### config.mk
export PLATFORM = sky130hd
export DESIGN_NAME = cilm_top
export DESIGN_NICKNAME = d
export VERILOG_FILES = /design/src/inc/cilm_pkg.sv /design/src/rtl/cilm_top.sv
export SDC_FILE = /design/constraint.sdc
export NUM_CORES = 1
export LEC_CHECK = 0
export BUFFER_PORTS_ARGS = -buffer_cell sky130_fd_sc_hd__buf_2
export CORE_MARGIN = 5
export CORE_UTILIZATION = 48
export CTS_BUF_LIST = sky130_fd_sc_hd__clkbuf_8
export DETAILED_ROUTE_END_ITERATION = 7
export PLACE_DENSITY = 0.82
export RECOVER_POWER = 100
export SLEW_MARGIN = 20
export SYNTH_ARGS = -nofsm -noshare
export SYNTH_HDL_FRONTEND = slang
export SYNTH_SLANG_ARGS = --single-unit
### constraint.sdc
create_clock -name I_CLK_SYS -period 5.7 [get_ports I_CLK_SYS]
set_clock_uncertainty 0.1 [all_clocks]
set_input_delay 0.57 -clock I_CLK_SYS [delete_from_list [all_inputs] [get_ports I_CLK_SYS]]
set_output_delay 0.57 -clock I_CLK_SYS [all_outputs]
set_load 0.03 [all_outputs]
### src/inc/cilm_pkg.sv
// constants, types and register map of the current input loss monitor
package cilm_pkg;
   // register byte offsets on the apb port
   localparam logic [7:0] ADDR_CFG = 8'h00;
   localparam logic [7:0] ADDR_FALLBACK = 8'h04;
   localparam logic [7:0] ADDR_FILTER = 8'h08;
   localparam logic [7:0] ADDR_OUTSEL = 8'h0C;
   localparam logic [7:0] ADDR_STATUS = 8'h10;
   // field positions
   localparam int CFG_TERM_SEL_BIT = 16;
   localparam int OUTSEL_MASK_LSB = 8;
   localparam int ST_ALARM_BIT = 0;
   localparam int ST_FAULT_BIT = 1;
   localparam int ST_LOSS_BIT = 2;
   localparam int ST_DECEL_BIT = 3;
   localparam int ST_HELD_BIT = 4;
   localparam int ST_FREQ_LSB = 16;
   // setting codes and reset values
   localparam logic [15:0] CODE_UNSET = 16'h270F;
   localparam logic [15:0] MODE_HOLD = 16'h0001;
   localparam logic [15:0] MODE_TRIP = 16'h0002;
   localparam logic [15:0] MODE_DECEL = 16'h0003;
   localparam logic [15:0] MODE_FALLBACK = 16'h0004;
   localparam logic [15:0] FALLBACK_MAX = 16'h0FA0;
   localparam logic [15:0] FILTER_MAX = 16'h03E8;
   localparam logic [15:0] FILTER_RESET = 16'h0000;
   localparam logic [7:0] FUNC_NONE = 8'h00;
   localparam logic [7:0] FUNC_ALARM_HIGH = 8'h62;
   localparam logic [7:0] FUNC_ALARM_LOW = 8'hC6;
   localparam int NUM_TERMS = 7;
   // current thresholds in 0.01 mA
   localparam logic [15:0] CUR_LOSS = 16'h00C8;
   localparam logic [15:0] CUR_RESTORE = 16'h012C;
   // filter time step of 10 ms at the 20 ns system clock
   localparam int unsigned FILTER_STEP_NS = 10000000;
   localparam int unsigned CLK_PERIOD_NS = 20;
   localparam int unsigned FILTER_TICK_CYCLES = FILTER_STEP_NS / CLK_PERIOD_NS;
   localparam int TICK_W = 19;
   localparam int HUND_W = 11;

   typedef enum logic {ST_NORMAL, ST_LOSS} cilm_state_t;

   typedef struct packed {
      logic run;
      logic multi_speed;
      logic standstill;
      logic [15:0] cur_primary;
      logic [15:0] cur_secondary;
      logic [15:0] ref_freq;
      logic [15:0] avg_freq;
      logic [15:0] ms_freq;
   } cilm_drv_in_t;

   typedef struct packed {
      logic [15:0] freq_cmd;
      logic shutoff;
      logic decel;
      logic comp_en;
      logic fault;
      logic alarm;
   } cilm_drv_out_t;
endpackage : cilm_pkg

### src/rtl/cilm_top.sv
// current input loss monitor with apb configuration port
//
// Decided for this implementation: register access over APB and the register offsets.
`timescale 1ns/1ps
module cilm_top #(
   parameter int unsigned TICK_CYCLES = cilm_pkg::FILTER_TICK_CYCLES
) (
   input wire logic I_CLK_SYS,
   input wire logic I_NRST,
   input wire logic I_PSEL,
   input wire logic I_PENABLE,
   input wire logic I_PWRITE,
   input wire logic [7:0] I_PADDR,
   input wire logic [31:0] I_PWDATA,
   output logic [31:0] O_PRDATA,
   output logic O_PREADY,
   output logic O_PSLVERR,
   input wire cilm_pkg::cilm_drv_in_t I_DRV,
   output cilm_pkg::cilm_drv_out_t O_DRV,
   output logic [cilm_pkg::NUM_TERMS-1:0] O_TERM
);

   function automatic logic legal_mode(input logic [15:0] v);
      legal_mode = (v >= cilm_pkg::MODE_HOLD && v <= cilm_pkg::MODE_FALLBACK) || v == cilm_pkg::CODE_UNSET;
   endfunction : legal_mode

   function automatic logic legal_fallback(input logic [15:0] v);
      legal_fallback = v <= cilm_pkg::FALLBACK_MAX || v == cilm_pkg::CODE_UNSET;
   endfunction : legal_fallback

   function automatic logic is_mode(input logic [15:0] m, input logic [15:0] code);
      is_mode = m == code;
   endfunction : is_mode

   // settings
   logic [15:0] loss_check_mode, next_loss_check_mode;
   logic term_sel, next_term_sel;
   logic [15:0] loss_fallback_frequency, next_loss_fallback_frequency;
   logic [15:0] loss_confirm_filter_time, next_loss_confirm_filter_time;
   logic [7:0] output_terminal_function_select, next_output_terminal_function_select;
   logic [cilm_pkg::NUM_TERMS-1:0] term_mask, next_term_mask;
   logic [31:0] prdata, next_prdata;
   logic pslverr, next_pslverr;
   logic pready;
   logic wr_en, setup;
   logic fault_clr;

   assign setup = I_PSEL && !I_PENABLE;
   assign wr_en = I_PSEL && I_PENABLE && pready && I_PWRITE;

   // monitor state
   cilm_pkg::cilm_state_t state, next_state;
   logic [15:0] eff_mode, next_eff_mode;
   logic [15:0] eff_fallback, next_eff_fallback;
   logic [cilm_pkg::TICK_W-1:0] tick_cnt, next_tick_cnt;
   logic [cilm_pkg::HUND_W-1:0] hund_cnt, next_hund_cnt;
   logic [15:0] avg_prev, held, next_held;
   logic held_ok, next_held_ok;
   logic ms_seen, next_ms_seen;
   logic fault, next_fault;
   cilm_pkg::cilm_drv_out_t next_drv;
   logic [cilm_pkg::NUM_TERMS-1:0] next_term;
   logic [15:0] cur;
   logic check_en, low, restored, cond;

   // register file
   always_comb begin
      next_loss_check_mode = loss_check_mode;
      next_term_sel = term_sel;
      next_loss_fallback_frequency = loss_fallback_frequency;
      next_loss_confirm_filter_time = loss_confirm_filter_time;
      next_output_terminal_function_select = output_terminal_function_select;
      next_term_mask = term_mask;
      next_prdata = prdata;
      next_pslverr = pslverr;
      fault_clr = 1'b0;
      // decode in the setup phase so data and error are ready by the access edge
      if (setup) begin
         next_pslverr = 1'b0;
         unique case (I_PADDR)
            cilm_pkg::ADDR_CFG: begin
               next_prdata = {15'h0000, term_sel, loss_check_mode};
               next_pslverr = I_PWRITE && !legal_mode(I_PWDATA[15:0]);
            end
            cilm_pkg::ADDR_FALLBACK: begin
               next_prdata = {16'h0000, loss_fallback_frequency};
               next_pslverr = I_PWRITE && !legal_fallback(I_PWDATA[15:0]);
            end
            cilm_pkg::ADDR_FILTER: begin
               next_prdata = {16'h0000, loss_confirm_filter_time};
               next_pslverr = I_PWRITE && I_PWDATA[15:0] > cilm_pkg::FILTER_MAX;
            end
            cilm_pkg::ADDR_OUTSEL: begin
               next_prdata = {17'h00000, term_mask, output_terminal_function_select};
               next_pslverr = I_PWRITE && !(I_PWDATA[7:0] == cilm_pkg::FUNC_NONE
                  || I_PWDATA[7:0] == cilm_pkg::FUNC_ALARM_HIGH || I_PWDATA[7:0] == cilm_pkg::FUNC_ALARM_LOW);
            end
            cilm_pkg::ADDR_STATUS: begin
               next_prdata = {O_DRV.freq_cmd, 11'h000, held_ok, O_DRV.decel, state == cilm_pkg::ST_LOSS,
                  fault, O_DRV.alarm};
            end
            default: begin
               next_prdata = 32'h00000000;
               next_pslverr = 1'b1;
            end
         endcase
      end
      // refused writes leave the register untouched
      if (wr_en && !pslverr) begin
         unique case (I_PADDR)
            cilm_pkg::ADDR_CFG: begin
               next_loss_check_mode = I_PWDATA[15:0];
               next_term_sel = I_PWDATA[cilm_pkg::CFG_TERM_SEL_BIT];
            end
            cilm_pkg::ADDR_FALLBACK: next_loss_fallback_frequency = I_PWDATA[15:0];
            cilm_pkg::ADDR_FILTER: next_loss_confirm_filter_time = I_PWDATA[15:0];
            cilm_pkg::ADDR_OUTSEL: begin
               next_output_terminal_function_select = I_PWDATA[7:0];
               next_term_mask = I_PWDATA[cilm_pkg::OUTSEL_MASK_LSB +: cilm_pkg::NUM_TERMS];
            end
            cilm_pkg::ADDR_STATUS: fault_clr = I_PWDATA[cilm_pkg::ST_FAULT_BIT];
            default: fault_clr = 1'b0;
         endcase
      end
   end

   always_ff @(posedge I_CLK_SYS or negedge I_NRST) begin
      if (!I_NRST) begin
         loss_check_mode <= cilm_pkg::CODE_UNSET;
         term_sel <= 1'b0;
         loss_fallback_frequency <= cilm_pkg::CODE_UNSET;
         loss_confirm_filter_time <= cilm_pkg::FILTER_RESET;
         output_terminal_function_select <= cilm_pkg::FUNC_NONE;
         term_mask <= '0;
         prdata <= 32'h00000000;
         pslverr <= 1'b0;
         pready <= 1'b0;
      end else begin
         loss_check_mode <= next_loss_check_mode;
         term_sel <= next_term_sel;
         loss_fallback_frequency <= next_loss_fallback_frequency;
         loss_confirm_filter_time <= next_loss_confirm_filter_time;
         output_terminal_function_select <= next_output_terminal_function_select;
         term_mask <= next_term_mask;
         prdata <= next_prdata;
         pslverr <= next_pslverr;
         pready <= 1'b1;
      end
   end

   assign O_PRDATA = prdata;
   assign O_PSLVERR = pslverr;
   assign O_PREADY = pready;

   // detection; low threshold ignores bias settings entirely
   assign cur = term_sel ? I_DRV.cur_secondary : I_DRV.cur_primary;
   assign check_en = (eff_mode >= cilm_pkg::MODE_HOLD && eff_mode <= cilm_pkg::MODE_FALLBACK)
      && !(is_mode(eff_mode, cilm_pkg::MODE_FALLBACK) && eff_fallback == cilm_pkg::CODE_UNSET);
   assign low = cur <= cilm_pkg::CUR_LOSS;
   // modes 3 and 4 recover at 3 mA itself, mode 1 only above it
   assign restored = (is_mode(eff_mode, cilm_pkg::MODE_DECEL) || is_mode(eff_mode, cilm_pkg::MODE_FALLBACK))
      ? cur >= cilm_pkg::CUR_RESTORE : cur > cilm_pkg::CUR_RESTORE;
   assign cond = (state == cilm_pkg::ST_NORMAL) ? low : restored;

   always_comb begin
      next_state = state;
      next_tick_cnt = tick_cnt;
      next_hund_cnt = hund_cnt;
      next_held = held;
      next_held_ok = held_ok;
      next_ms_seen = ms_seen;
      next_fault = fault;
      next_eff_mode = eff_mode;
      next_eff_fallback = eff_fallback;
      // mode and fallback settings only follow software while running and healthy
      if (I_DRV.run && !fault) begin
         next_eff_mode = loss_check_mode;
         next_eff_fallback = loss_fallback_frequency;
      end
      if (!check_en) begin
         next_state = cilm_pkg::ST_NORMAL;
         next_tick_cnt = '0;
         next_hund_cnt = '0;
      end else if (!cond) begin
         next_tick_cnt = '0;
         next_hund_cnt = '0;
      end else if ({5'h00, hund_cnt} >= loss_confirm_filter_time) begin
         next_tick_cnt = '0;
         next_hund_cnt = '0;
         if (state == cilm_pkg::ST_NORMAL) begin
            next_state = cilm_pkg::ST_LOSS;
            next_held = avg_prev;
            next_held_ok = 1'b1;
         end else begin
            next_state = cilm_pkg::ST_NORMAL;
         end
      end else if (tick_cnt == cilm_pkg::TICK_W'(TICK_CYCLES - 1)) begin
         next_tick_cnt = '0;
         next_hund_cnt = hund_cnt + 1'b1;
      end else begin
         next_tick_cnt = tick_cnt + 1'b1;
      end
      if (state == cilm_pkg::ST_LOSS && I_DRV.multi_speed) begin
         next_ms_seen = 1'b1;
      end else if (state == cilm_pkg::ST_NORMAL || !I_DRV.run) begin
         next_ms_seen = 1'b0;
      end
      if (!I_DRV.run) begin
         next_held_ok = 1'b0;
      end
      // set wins over a software clear in the same cycle
      if (fault_clr) begin
         next_fault = 1'b0;
      end
      if (check_en && state == cilm_pkg::ST_LOSS && (is_mode(eff_mode, cilm_pkg::MODE_TRIP)
         || (is_mode(eff_mode, cilm_pkg::MODE_DECEL) && I_DRV.standstill))) begin
         next_fault = 1'b1;
      end
   end

   // output stage
   always_comb begin
      // gated by check_en so a setting that disables the check silences the alarm as soon as it reaches eff_mode, which it does only while running and healthy
      next_drv.alarm = check_en && state == cilm_pkg::ST_LOSS && !is_mode(eff_mode, cilm_pkg::MODE_TRIP);
      next_drv.fault = fault;
      next_drv.shutoff = fault;
      next_drv.comp_en = state == cilm_pkg::ST_NORMAL;
      next_drv.decel = 1'b0;
      next_drv.freq_cmd = I_DRV.ref_freq;
      if (!I_DRV.run || fault) begin
         next_drv.freq_cmd = 16'h0000;
      end else if (I_DRV.multi_speed) begin
         next_drv.freq_cmd = I_DRV.ms_freq;
      end else if (state == cilm_pkg::ST_LOSS && check_en) begin
         next_drv.freq_cmd = 16'h0000;
         if (!ms_seen) begin
            unique case (eff_mode)
               cilm_pkg::MODE_HOLD: next_drv.freq_cmd = held_ok ? held : 16'h0000;
               cilm_pkg::MODE_DECEL: next_drv.decel = 1'b1;
               cilm_pkg::MODE_FALLBACK: next_drv.freq_cmd = 16'(eff_fallback * 16'h000A);
               default: next_drv.freq_cmd = 16'h0000;
            endcase
         end
      end
      for (int t = 0; t < cilm_pkg::NUM_TERMS; t++) begin
         next_term[t] = term_mask[t] && output_terminal_function_select != cilm_pkg::FUNC_NONE
            && (next_drv.alarm ^ (output_terminal_function_select == cilm_pkg::FUNC_ALARM_LOW));
      end
   end

   always_ff @(posedge I_CLK_SYS or negedge I_NRST) begin
      if (!I_NRST) begin
         state <= cilm_pkg::ST_NORMAL;
         eff_mode <= cilm_pkg::CODE_UNSET;
         eff_fallback <= cilm_pkg::CODE_UNSET;
         tick_cnt <= '0;
         hund_cnt <= '0;
         avg_prev <= 16'h0000;
         held <= 16'h0000;
         held_ok <= 1'b0;
         ms_seen <= 1'b0;
         fault <= 1'b0;
         O_DRV <= '0;
         O_TERM <= '0;
      end else begin
         state <= next_state;
         eff_mode <= next_eff_mode;
         eff_fallback <= next_eff_fallback;
         tick_cnt <= next_tick_cnt;
         hund_cnt <= next_hund_cnt;
         avg_prev <= I_DRV.avg_freq;
         held <= next_held;
         held_ok <= next_held_ok;
         ms_seen <= next_ms_seen;
         fault <= next_fault;
         O_DRV <= next_drv;
         O_TERM <= next_term;
      end
   end
endmodule : cilm_top

# Word level (Yosys, flattened, before mapping)
# Cells that the tools add are included.
[word_totals]
regBits = 223
latchBits = 0
ram_bits = 0
mem_bits_ro = 0
inputBits = 128
output_inout_bits = 62
memories = 0
[classes]
n_addsub = 2
n_mul = 1
div = 0
magnitude_cmp = 10
eq_ne = 21
n_shift = 0
muxes = 39
bitwise = 2
n_reduce_logical = 62
[ops]
columns = ["op", "count"]
rows = [
  ["$pmux 32 s5", 1],
  ["$mux 16", 6],
  ["$mux 19", 4],
  ["$mux 11", 4],
  ["$logic_and 1x1->1", 33],
  ["$eq 16x14->1 const B", 2],
  ["$eq 16x2->1 const B", 2],
  ["$ge 16x1->1 const B", 2],
  ["$le 16x3->1 const B", 2],
  ["$pmux 16 s2", 1],
  ["$mux 1", 22],
  ["$add 19x1->19 const B", 1],
  ["$eq 19x19->1 const B", 1],
  ["$eq 16x1->1 const B", 1],
  ["$eq 16x3->1 const B", 1],
  ["$eq 8x4->1 const B", 2],
  ["$eq 8x8->1 const B", 2],
  ["$ge 11x16->1", 1],
  ["$ge 16x9->1 const B", 1],
  ["$gt 16x10->1 const B", 1],
  ["$gt 16x9->1 const B", 1],
  ["$le 16x12->1 const B", 1],
  ["$le 16x8->1 const B", 1],
  ["$logic_not 8->1", 2],
  ["other kinds (17)", 42],
]

# Depth between registers and ports, before layout
# Gate-level depths: netlist of run 1.
[logic_depth]
depth_word = 8
depth_mapped = 11
ltp_nobuf = 10

# Worst setup path before layout of run 1
# No wires, ideal clock.
[synth_path]
path_type = "register -> register"
startpoint = "reg eff_mode[3]"
endpoint = "reg held[10]"
setup_ns = 0.125
arrival_time_ns = 2.931
t_required_ns = 5.475
slack_ns = 2.544
path_stages_with_launch = 9
path_buffers = 2
synth_period_minus_slack_ns = 3.156
path_cell_list = "dfstp_2 -> or4_4 -> or4_4 -> nor3_2 -> nor2_2 -> or4_1 -> buf_4 -> buf_6 -> mux2_4"
[synth_via]
elab_chain_len = 5
[synth_rtl]
columns = ["element", "line", "text"]
rows = [
  ["start, declared", "cilm_top.sv:53", "logic [15:0] eff_mode, next_eff_mode;"],
  ["start signal, assigned", "cilm_top.sv:254", "eff_mode <= cilm_pkg::CODE_UNSET;"],
  ["start signal, assigned", "cilm_top.sv:267", "eff_mode <= next_eff_mode;"],
  ["parallel branches: the longest is 4 deep, another holds $ge 16x1->1", "--", ""],
  ["$reduce_and 4->1 (no line) (*)", "--", ""],
  ["end signal, assigned", "cilm_top.sv:272", "held <= next_held;"],
  ["end, declared", "cilm_top.sv:57", "logic [15:0] avg_prev, held, next_held;"],
]
# Every way passes the cells marked *.
# A chain may end at the register's enable or synchronous reset.

==> results of run 1 <==
power breakdown:
group	switching (uW)	internal [uW]	leakage, uW
registers	11.4	1600	0.00288
logic	132	60.0	0.00267
clock network	630	827	0.000450
total	773	2490	0.00600
logic make-up after synthesis:
logic type,Yosys count,share of synthesized area [%]
mux,90,11.3
flops,223,52.2
buf+inv,71,2.63
compound gates,187,10.9
xor+xnor,33,2.69
fa+ha+maj,37,4.37
simple gates,360,15.8
other cells,1,0.0349
routing by layer:
layer	track usage [%]	vias up	wire length [um]
met2	34.0	345	13100
met4	8.84	8	881
met1	27.4	4181	11100
li1	-	3922	-
met5	0	-	41
met3	5.26	70	2230
layout by cell type (no fill, tap or decap), types with 11 or more instances in the layout:
cell type and n:
sky130_fd_sc_hd__a21oi_1 42, sky130_fd_sc_hd__a22o_1 17, sky130_fd_sc_hd__a22oi_1 16, sky130_fd_sc_hd__buf_2 109
sky130_fd_sc_hd__clkbuf_1 67, sky130_fd_sc_hd__clkbuf_8 50, sky130_fd_sc_hd__dfrtp_1 191, sky130_fd_sc_hd__dfstp_2 30
sky130_fd_sc_hd__ha_1 36, sky130_fd_sc_hd__inv_1 36, sky130_fd_sc_hd__mux2_1 11, sky130_fd_sc_hd__mux2_2 60
sky130_fd_sc_hd__mux4_2 15, sky130_fd_sc_hd__nand2_1 167, sky130_fd_sc_hd__nand3_1 21, sky130_fd_sc_hd__nor2_1 63
sky130_fd_sc_hd__nor3_1 13, sky130_fd_sc_hd__nor4_1 21, sky130_fd_sc_hd__o21ai_0 64, sky130_fd_sc_hd__xnor2_1 14
sky130_fd_sc_hd__xor2_1 19
per-stage QoR:
| step | power [uW] | setup slack (ns) | std cells |
|---|---|---|---|
| final | 3260 | 1.54 | 1488 |
| after global routing | 3380 | 1.17 | 1488 |
| after CTS | 3290 | 1.79 | 1484 |
| after detailed placement | 1840 | 1.84 | 1418 |
| after global placement | 1830 | 1.87 | 1418 |
| after floorplan | 1720 | 2.54 | 1002 |
layout make-up:
cell class	instances	area share (%)
antenna	4	0.0800
clock buffer	50	5.50
clock inverter	16	0.750
inverter	24	0.720
multi-input combinational	708	38.5
sequential	223	44.9
tap	280	2.80
timing repair buffer	183	6.73
state kept, by name (all words and copies together) (netlist names), 8 cells and up:
| signal | count |
|---|---|
| hund_cnt | 11 |
| O_PRDATA | 32 |
| loss_fallback_frequency | 16 |
| loss_check_mode | 16 |
| O_DRV | 20 |
| held | 16 |
| eff_mode | 16 |
| eff_fallback | 16 |
| avg_prev | 16 |
| tick_cnt | 19 |
| loss_confirm_filter_time | 16 |
| output_terminal_function_select | 8 |
path summary, 6_finish.rpt:
check	from	end	depth (start not counted)
max in group asynchronous	I_NRST	O_PRDATA[24]	2
hold / removal	I_DRV[26]	avg_prev[10]	1
min in group asynchronous	I_NRST	avg_prev[15]	1
setup / recovery	eff_fallback[2]	O_DRV[12]	7
setup reg to reg	eff_fallback[2]	O_DRV[12]	7
hold reg to reg	avg_prev[7]	held[7]	1
==> results.cfg, run 1 <==
[detailed_routing]
drt.antenna.violating_nets = 0
detail_route.drc_violations = 0
detail_route.wirelength_um = 27300
vias_per_cell = 5.73
detail_route.first_pass.iterations = 7
drt-wirelength-per-cell_um = 18.4
via_count = 8526
first_iter_violations = 732

[run_status]
outcome = finished with violations
failed_checks = capacitance limit, slew limit

[timing]
finalSetupViolations = 0
hold_viol = 0
fin_crit_ns = 4.16
maxSlewHeadroom_pct = -90.7
share_of_the_cycle_needed_by_the_critical_path_after_routing_pct = 73.0
tightestPinTransition_ns = 2.86
rsz0062_at_grt = no
fin_tns_setup_ns = 0
hold_ws_ns = 0.0388
finalMaxSlewViolations = 255
max_freq_mhz = 240

[layout]
fin_area_um2 = 12500
flow.area_growth_from_synthesis_pct = 16.4
post_route_cells_drive_above_1_share_pct = 23.8
final_net_count = 1342
finalCoreUtilization_pct = 57.0
multi_input_comb_area_um2 = 4820
filler_cell_count = 1822
layout.area.seq_um2 = 5620

[floorplan]
boundaryPins = 190
row_count = 54
design.die.area_um2 = 25500
core_area_um2 = 22000
die_height_um = 160
dieWidth_um = 160
initial_util_pct = 49.0

[global_routing]
first_global_vias = 8521
grt_antenna_before_repair = 8
grt_max_degree = 116
gr-total-overflow = 0
grt_pass1_wl_um = 44300
track_usage_pct = 21.1

[clock_network]
cts_resized = 0
numClockSinks = 223
ctsHtreeMaxLevel = 2
cts-buffers-inserted = 37
cts_root_buf = sky130_fd_sc_hd__clkbuf_8
worst_skew_pair_latency_ns = 0.54
clkTransAtPathRegs_ns = 0.07
cts_tree = yes
max-clock-path-buffers = 3
post_cts_hold_buffer_count = 0
postCtsSetupBuffers = 0

[power_and_ir_drop]
power.static_leakage_uw = 0.00600
max-vdd-ir-drop_uv = 138
power.density_nw_per_um2 = 261

[setup_path]
worstPathCellList = or4b_2, nor4_1, nor3_1, o21ai_0, nor3_1, a21oi_1, a21oi_1
timing.critical_path.required_ns = 5.98
startpoint_type = register
critical_path.max_fanout = 19
critical_path_arrival_ns = 4.44
timing.reg2reg.setup_slack_ns = 1.54
critPathKind = register to register
cpPeakStageDelay_ns = 1.51
worstPathBufferInverterCount = 0
timing.critical_path.slowest_stage_cell = sky130_fd_sc_hd__o21ai_0
cp_top_family = compound AO/OA/AOI/OAI gates
endpoint_kind = register

[logic_synthesis]
ys_async_sr_fraction_pct = 100
avgSynthCellArea_um2 = 10.7
synth_top_cells_by_area = sky130_fd_sc_hd__dfrtp_1, sky130_fd_sc_hd__dfstp_2, sky130_fd_sc_hd__mux2_2, sky130_fd_sc_hd__nand2_1, sky130_fd_sc_hd__ha_1
yosys_register_bits = 223
syn_inst = 1002
netlist-cell-type-count = 68
synthFlopType = sky130_fd_sc_hd__dfrtp_1
synth.most_common_cell = sky130_fd_sc_hd__dfrtp_1
synthesis.area_um2 = 10800
leading_cell_types_by_count_after_synthesis = sky130_fd_sc_hd__dfrtp_1, sky130_fd_sc_hd__nand2_1, sky130_fd_sc_hd__nor2_1, sky130_fd_sc_hd__o21ai_0, sky130_fd_sc_hd__mux2_2
seq_area_frac_synth_pct = 52.2
synthDominantAreaCellType = sky130_fd_sc_hd__dfrtp_1
synth_warnings = 0
count_of_flip_flops_with_a_built_in_enable_after_synthesis = 0
synth_nets = 1167
yosys.area.top_type_share_pct = 44.4

[worst_hold_path]
min-delay-path-class = primary input to register

[place]
placedInstanceArea_um2 = 11900
place_congestion = 0.866
place.port_buffers = 174
detailedPlacementHpwl_um = 19800

[run]
max-cap-violations = 5
(Power assumes the default switching activity.)
==> inputs of run 2 (changes only) <==
- clock period: 5.7 -> 4.2 ns (I/O delays scaled with it)
==> run 2 against run 1 <==
Compared with the run above: the run still ends with capacitance limit, slew limit left; global-route usage is 1.3 points higher; final area is 1.4% higher; fmax rose by 13%; clock power is 31% higher; largest cell class unchanged; first-iteration DRC count down 15%; sequential cell count stayed put; non-clock buffer count rose by 23; critical endpoint is now O_DRV[16]; register-to-register slack got worse by 1.0 ns; worst setup slack worse by 1.0 ns; utilization up 0.79 points; power is 34% higher; via count increased by 2.3%.
==> results.cfg, run 2 (synthesized netlist as in run 1, its figures left out) <==
[detailed_routing]
detail_route.drc_violations = 0
via_count = 8723
first_iter_violations = 625
vias_per_cell = 5.77
detail_route.wirelength_um = 28900
detail_route.first_pass.iterations = 6
drt.antenna.violating_nets = 0
drt-wirelength-per-cell_um = 19.1

[timing]
hold_viol = 0
finalSetupViolations = 0
fin_crit_ns = 3.68
maxSlewHeadroom_pct = -17.9
fin_tns_setup_ns = 0
rsz0062_at_grt = no
tightestPinTransition_ns = 1.77
finalMaxSlewViolations = 161
hold_ws_ns = 0.0185
share_of_the_cycle_needed_by_the_critical_path_after_routing_pct = 87.6
max_freq_mhz = 272

[floorplan]
dieWidth_um = 160
row_count = 54
die_height_um = 160
design.die.area_um2 = 25500
initial_util_pct = 49.0
boundaryPins = 190
core_area_um2 = 22000

[clock_network]
numClockSinks = 223
clkTransAtPathRegs_ns = 0.06
max-clock-path-buffers = 3
postCtsSetupBuffers = 0
ctsHtreeMaxLevel = 2
cts_root_buf = sky130_fd_sc_hd__clkbuf_8
worst_skew_pair_latency_ns = 0.53
cts-buffers-inserted = 38
cts_tree = yes

[worst_hold_path]
min-delay-start = I_PWDATA[16]
min-delay-path-class = primary input to register
whs_path_depth = 2
hold-path-endpoint = term_sel

[layout]
final_net_count = 1366
mostFrequentLayoutCell = sky130_fd_sc_hd__dfrtp_1
flow.area_growth_from_synthesis_pct = 18.0
filler_cell_count = 1841
post_route_cells_drive_above_1_share_pct = 23.6
layout_common_cells = sky130_fd_sc_hd__dfrtp_1, sky130_fd_sc_hd__nand2_1, sky130_fd_sc_hd__buf_2
number_of_flip_flops_under_the_largest_register_name = 32

[power_and_ir_drop]
power.static_leakage_uw = 0.00606
max-vdd-ir-drop_uv = 196
total_power_uw = 4380
power.density_nw_per_um2 = 345

[global_routing]
gr-total-overflow = 0
track_usage_pct = 22.4
grt_max_degree = 125
first_global_vias = 8987
grt_antenna_before_repair = 8
grt_pass1_wl_um = 46800

[setup_path]
worstPathBufferInverterCount = 0
critical_path_arrival_ns = 4.01
cpPeakStageDelay_ns = 0.69
timing.reg2reg.setup_slack_ns = 0.52
timing.critical_path.slowest_stage_cell = sky130_fd_sc_hd__nor3_1
endpoint_kind = register
timing.reg2reg.worst_path_depth = 6
timing.critical_path.required_ns = 4.53
beginning_of_the_worst_register_to_register_path = eff_mode[5]
worst_r2r_end = O_DRV[16]
startpoint_type = register
critical_path.max_fanout = 8
critPathKind = register to register
worstPathCellList = or4_4, or4_1, nor3_1, o21ai_0, or3_1, a31oi_1
cp_top_family = simple AND/OR/NAND/NOR gates

[run]
max-cap-violations = 4

[place]
detailedPlacementHpwl_um = 20200
place_congestion = 0.870
place.port_buffers = 174

[run_status]
failed_checks = capacitance limit, slew limit
outcome = finished with violations
run 2: cell types whose count changed in the layout (fill, tap and decap cells not counted), moves of 2 or more:
cell,before,now
sky130_fd_sc_hd__dlygate4sd3_1,0,17
sky130_fd_sc_hd__and2_1,7,4
sky130_fd_sc_hd__clkbuf_1,67,72
sky130_fd_sc_hd__and2_0,5,8
sky130_fd_sc_hd__buf_4,4,7
sky130_fd_sc_hd__dfstp_2,30,32
sky130_fd_sc_hd__clkbuf_8,50,46
sky130_fd_sc_hd__dfstp_1,2,0
sky130_fd_sc_hd__clkbuf_2,3,1
sky130_fd_sc_hd__clkinv_2,2,4
sky130_fd_sc_hd__inv_1,36,38
run 2: metal layers:
| metal | vias to the layer above | global-route usage, % | wire length (um) |
|---|---|---|---|
| li1 | 3968 | - | - |
| met1 | 4289 | 28.2 | 11300 |
| met2 | 386 | 37.3 | 14300 |
| met3 | 74 | 5.59 | 2280 |
| met4 | 6 | 8.76 | 987 |
| met5 | - | 0 | 28 |
run 2: layout make-up:
| class | instances | area (um2) | share of cell area [%] |
|---|---|---|---|
| diodes | 5 | 12.5 | 0.0986 |
| clock buffers | 46 | 633 | 4.99 |
| clock inverters | 20 | 111 | 0.877 |
| inverters | 24 | 90.1 | 0.710 |
| multi-input cells | 708 | 4820 | 38.0 |
| flip-flops and latches | 223 | 5620 | 44.3 |
| well taps | 280 | 350 | 2.76 |
| repair buffers | 206 | 1050 | 8.30 |
run 2: repair_timing:
item / in CTS / in global routing
resized for setup: 0 / 0
hold buffers: 16 / 1
endpoints found under the hold margin: 16 / 13
run 2: worst register-to-register path: cells and delay by family, from the launching register on:
family	cells	cell delay (ns)
simple gates	4	2.31
compound gates	2	0.77
flops	1	0.40
run 2: where the power goes:
group	leakage [uW]	switching, uW	internal (uW)	total, uW
clock	0.000440	863	1050	1910
combinational	0.00274	182	93.3	276
sequential	0.00288	15.8	2180	2190
total	0.00606	1060	3320	4380
run 2: per-stage QoR:
| step | worst slack [ns] | std cells | instance area (um2) | utilization [%] |
|---|---|---|---|---|
| after floorplan | 1.04 | 1002 | 10800 | - |
| after global placement | 0.962 | 1424 | 11900 | 54.3 |
| after detailed placement | 0.885 | 1424 | 11900 | 54.3 |
| after CTS | 0.882 | 1506 | 12800 | 58.5 |
| after global routing | 0.370 | 1512 | 12700 | 57.8 |
| final | 0.522 | 1512 | 12700 | 57.8 |
run 2: worst max-delay path by stage:
stage	depth (start not counted)	slack, ns	startpoint	endpoint
5_1_grt	6	0.37	eff_mode[5]	O_DRV[16]
3_5_place_dp	7	0.89	eff_mode[5]	held[8]
3_3_place_gp	7	0.96	eff_mode[8]	held[7]
4_1_cts	7	0.88	eff_mode[5]	held[8]
2_1_floorplan	8	1.04	eff_mode[3]	held[10]
6_report	6	0.52	eff_mode[5]	O_DRV[16]
==> inputs of run 3 (changes only) <==
- CTS_BUF_LIST: sky130_fd_sc_hd__clkbuf_8 -> sky130_fd_sc_hd__clkbuf_4 sky130_fd_sc_hd__clkbuf_8
==> run 3 against run 2 <==
Compared with the run above: non-clock buffer count did not move; the run still ends with capacitance limit, slew limit left; critical endpoint is now held[8]; final area is 0.56% higher; worst hold slack improved by 0.0084 ns; largest cell class unchanged; combinational power about the same; die area unchanged; highest routed layer unchanged; sequential share of layout area fell by 0.25 points.
==> results.cfg, run 3 (synthesized netlist as in run 1, its figures left out) <==
[layout]
filler_cell_count = 1828
post_route_cells_drive_above_1_share_pct = 25.1
mostFrequentLayoutCell = sky130_fd_sc_hd__dfrtp_1
multi_input_comb_area_um2 = 4840
post_layout_nonfiller_instances = 1512
final_net_count = 1366
flow.area_growth_from_synthesis_pct = 18.6
finalCoreUtilization_pct = 58.1
layout_common_cells = sky130_fd_sc_hd__dfrtp_1, sky130_fd_sc_hd__nand2_1, sky130_fd_sc_hd__buf_2
layout.area.seq_um2 = 5620
number_of_flip_flops_under_the_largest_register_name = 32

[detailed_routing]
detail_route.drc_violations = 0
via_count = 8725
vias_per_cell = 5.77
drt-wirelength-per-cell_um = 19.0
drt.antenna.violating_nets = 0
detail_route.first_pass.iterations = 5
first_iter_violations = 597
detail_route.wirelength_um = 28700

[timing]
tightestPinTransition_ns = 1.70
max_freq_mhz = 274
finalSetupViolations = 0
fin_crit_ns = 3.65
share_of_the_cycle_needed_by_the_critical_path_after_routing_pct = 86.8
hold_ws_ns = 0.0269
fin_tns_setup_ns = 0
finalMaxSlewViolations = 161
rsz0062_at_grt = no
hold_viol = 0
worst_slack_setup_final_ns = 0.554
maxSlewHeadroom_pct = -13.0

[floorplan]
design.die.area_um2 = 25500
die_height_um = 160
dieWidth_um = 160
core_area_um2 = 22000
row_count = 54
boundaryPins = 190
initial_util_pct = 49.0

[global_routing]
track_usage_pct = 22.2
grt_max_degree = 125
grt_antenna_before_repair = 8
grt_pass1_wl_um = 46600
gr-total-overflow = 0
first_global_vias = 8978

[setup_path]
startpoint_type = register
critPathKind = register to register
critical_path.max_fanout = 17
critical_path_arrival_ns = 3.96
worst_r2r_end = held[8]
timing.reg2reg.setup_slack_ns = 0.55
timing.reg2reg.worst_path_depth = 7
endpoint_kind = register
timing.critical_path.required_ns = 4.51
beginning_of_the_worst_register_to_register_path = eff_mode[5]

[place]
place.port_buffers = 174
detailedPlacementHpwl_um = 20200
place_congestion = 0.870
placed_cells_incl_taps = 1424
placement.setup.worst_slack_ns = 0.885

[power_and_ir_drop]
power.density_nw_per_um2 = 352
power.static_leakage_uw = 0.00607
max-vdd-ir-drop_uv = 165

[clock_network]
ctsHtreeMaxLevel = 2
cts_tree = yes
numClockSinks = 223
max-clock-path-buffers = 3
cts_root_buf = sky130_fd_sc_hd__clkbuf_8
worst_skew_pair_latency_ns = 0.53
clkTransAtPathRegs_ns = 0.06
cts-buffers-inserted = 38

[worst_hold_path]
whs_path_depth = 2
min-delay-path-class = primary input to register
min-delay-start = I_PWDATA[16]
hold-path-endpoint = term_sel

[run_status]
outcome = finished with violations
failed_checks = capacitance limit, slew limit

[run]
max-cap-violations = 4
run 3: cell types whose count changed in the layout (fill, tap and decap cells not counted):
cell,delta
sky130_fd_sc_hd__clkbuf_4,+14
sky130_fd_sc_hd__inv_1,-14
sky130_fd_sc_hd__mux2_1,-6
sky130_fd_sc_hd__mux2_4,+6
sky130_fd_sc_hd__o21ai_0,-1
sky130_fd_sc_hd__o21ai_1,+1
sky130_fd_sc_hd__or4_1,+1
sky130_fd_sc_hd__or4_4,-1
run 3: routing by layer:
metal  vias to the layer above  wire, um  GRT usage (%)
li1                       3972         -              -
met1                      4276     11100           28.1
met2                       391     14200           37.2
met3                        80      2330           5.46
met4                         6      1010           8.56
met5                         -        28              0
run 3: how the worst max path moves through the flow:
stage	slack, ns	cells past startpoint	to	start
floorplan	1.04	8	held[10]	eff_mode[3]
global placement	0.96	7	held[7]	eff_mode[8]
detailed placement	0.89	7	held[8]	eff_mode[5]
CTS	0.89	7	held[8]	eff_mode[5]
global route	0.38	7	held[8]	eff_mode[5]
finish	0.55	7	held[8]	eff_mode[5]
run 3: area by class of cell:
| cell class | instances | area share [%] |
|---|---|---|
| flip-flops and latches | 223 | 44.0 |
| multi-input cells | 708 | 37.9 |
| diodes | 5 | 0.0980 |
| inverters | 24 | 0.706 |
| well taps | 280 | 2.74 |
| clock buffers | 60 | 5.78 |
| repair buffers | 206 | 8.25 |
| clock inverters | 6 | 0.461 |
run 3: what timing repair did:
action,in CTS,in global routing
setup endpoints to repair,0,0
setup buffers,0,0
hold buffers,16,1
hold endpoints to repair,16,13
gates resized for setup,0,0
run 3: where the power goes:
group | switching (uW) | internal (uW)
clock network | 854 | 1180
logic | 182 | 93.2
registers | 15.8 | 2180
total | 1050 | 3450
run 3: critical path, cell delays in order (launching register included):
cell,delay (ns)
sky130_fd_sc_hd__dfrtp_1,0.39
sky130_fd_sc_hd__or4_1,0.56
sky130_fd_sc_hd__or4_1,0.60
sky130_fd_sc_hd__nor3_1,0.69
sky130_fd_sc_hd__nor2_2,0.07
sky130_fd_sc_hd__or4_1,0.53
sky130_fd_sc_hd__buf_4,0.24
sky130_fd_sc_hd__mux2_1,0.34
run 3: metrics by stage:
stage / area, um2 / power, uW
floorplan: 10800 / 2340
global placement: 11900 / 2490
detailed placement: 11900 / 2500
CTS: 12900 / 4550
global route: 12800 / 4670
finish: 12800 / 4500
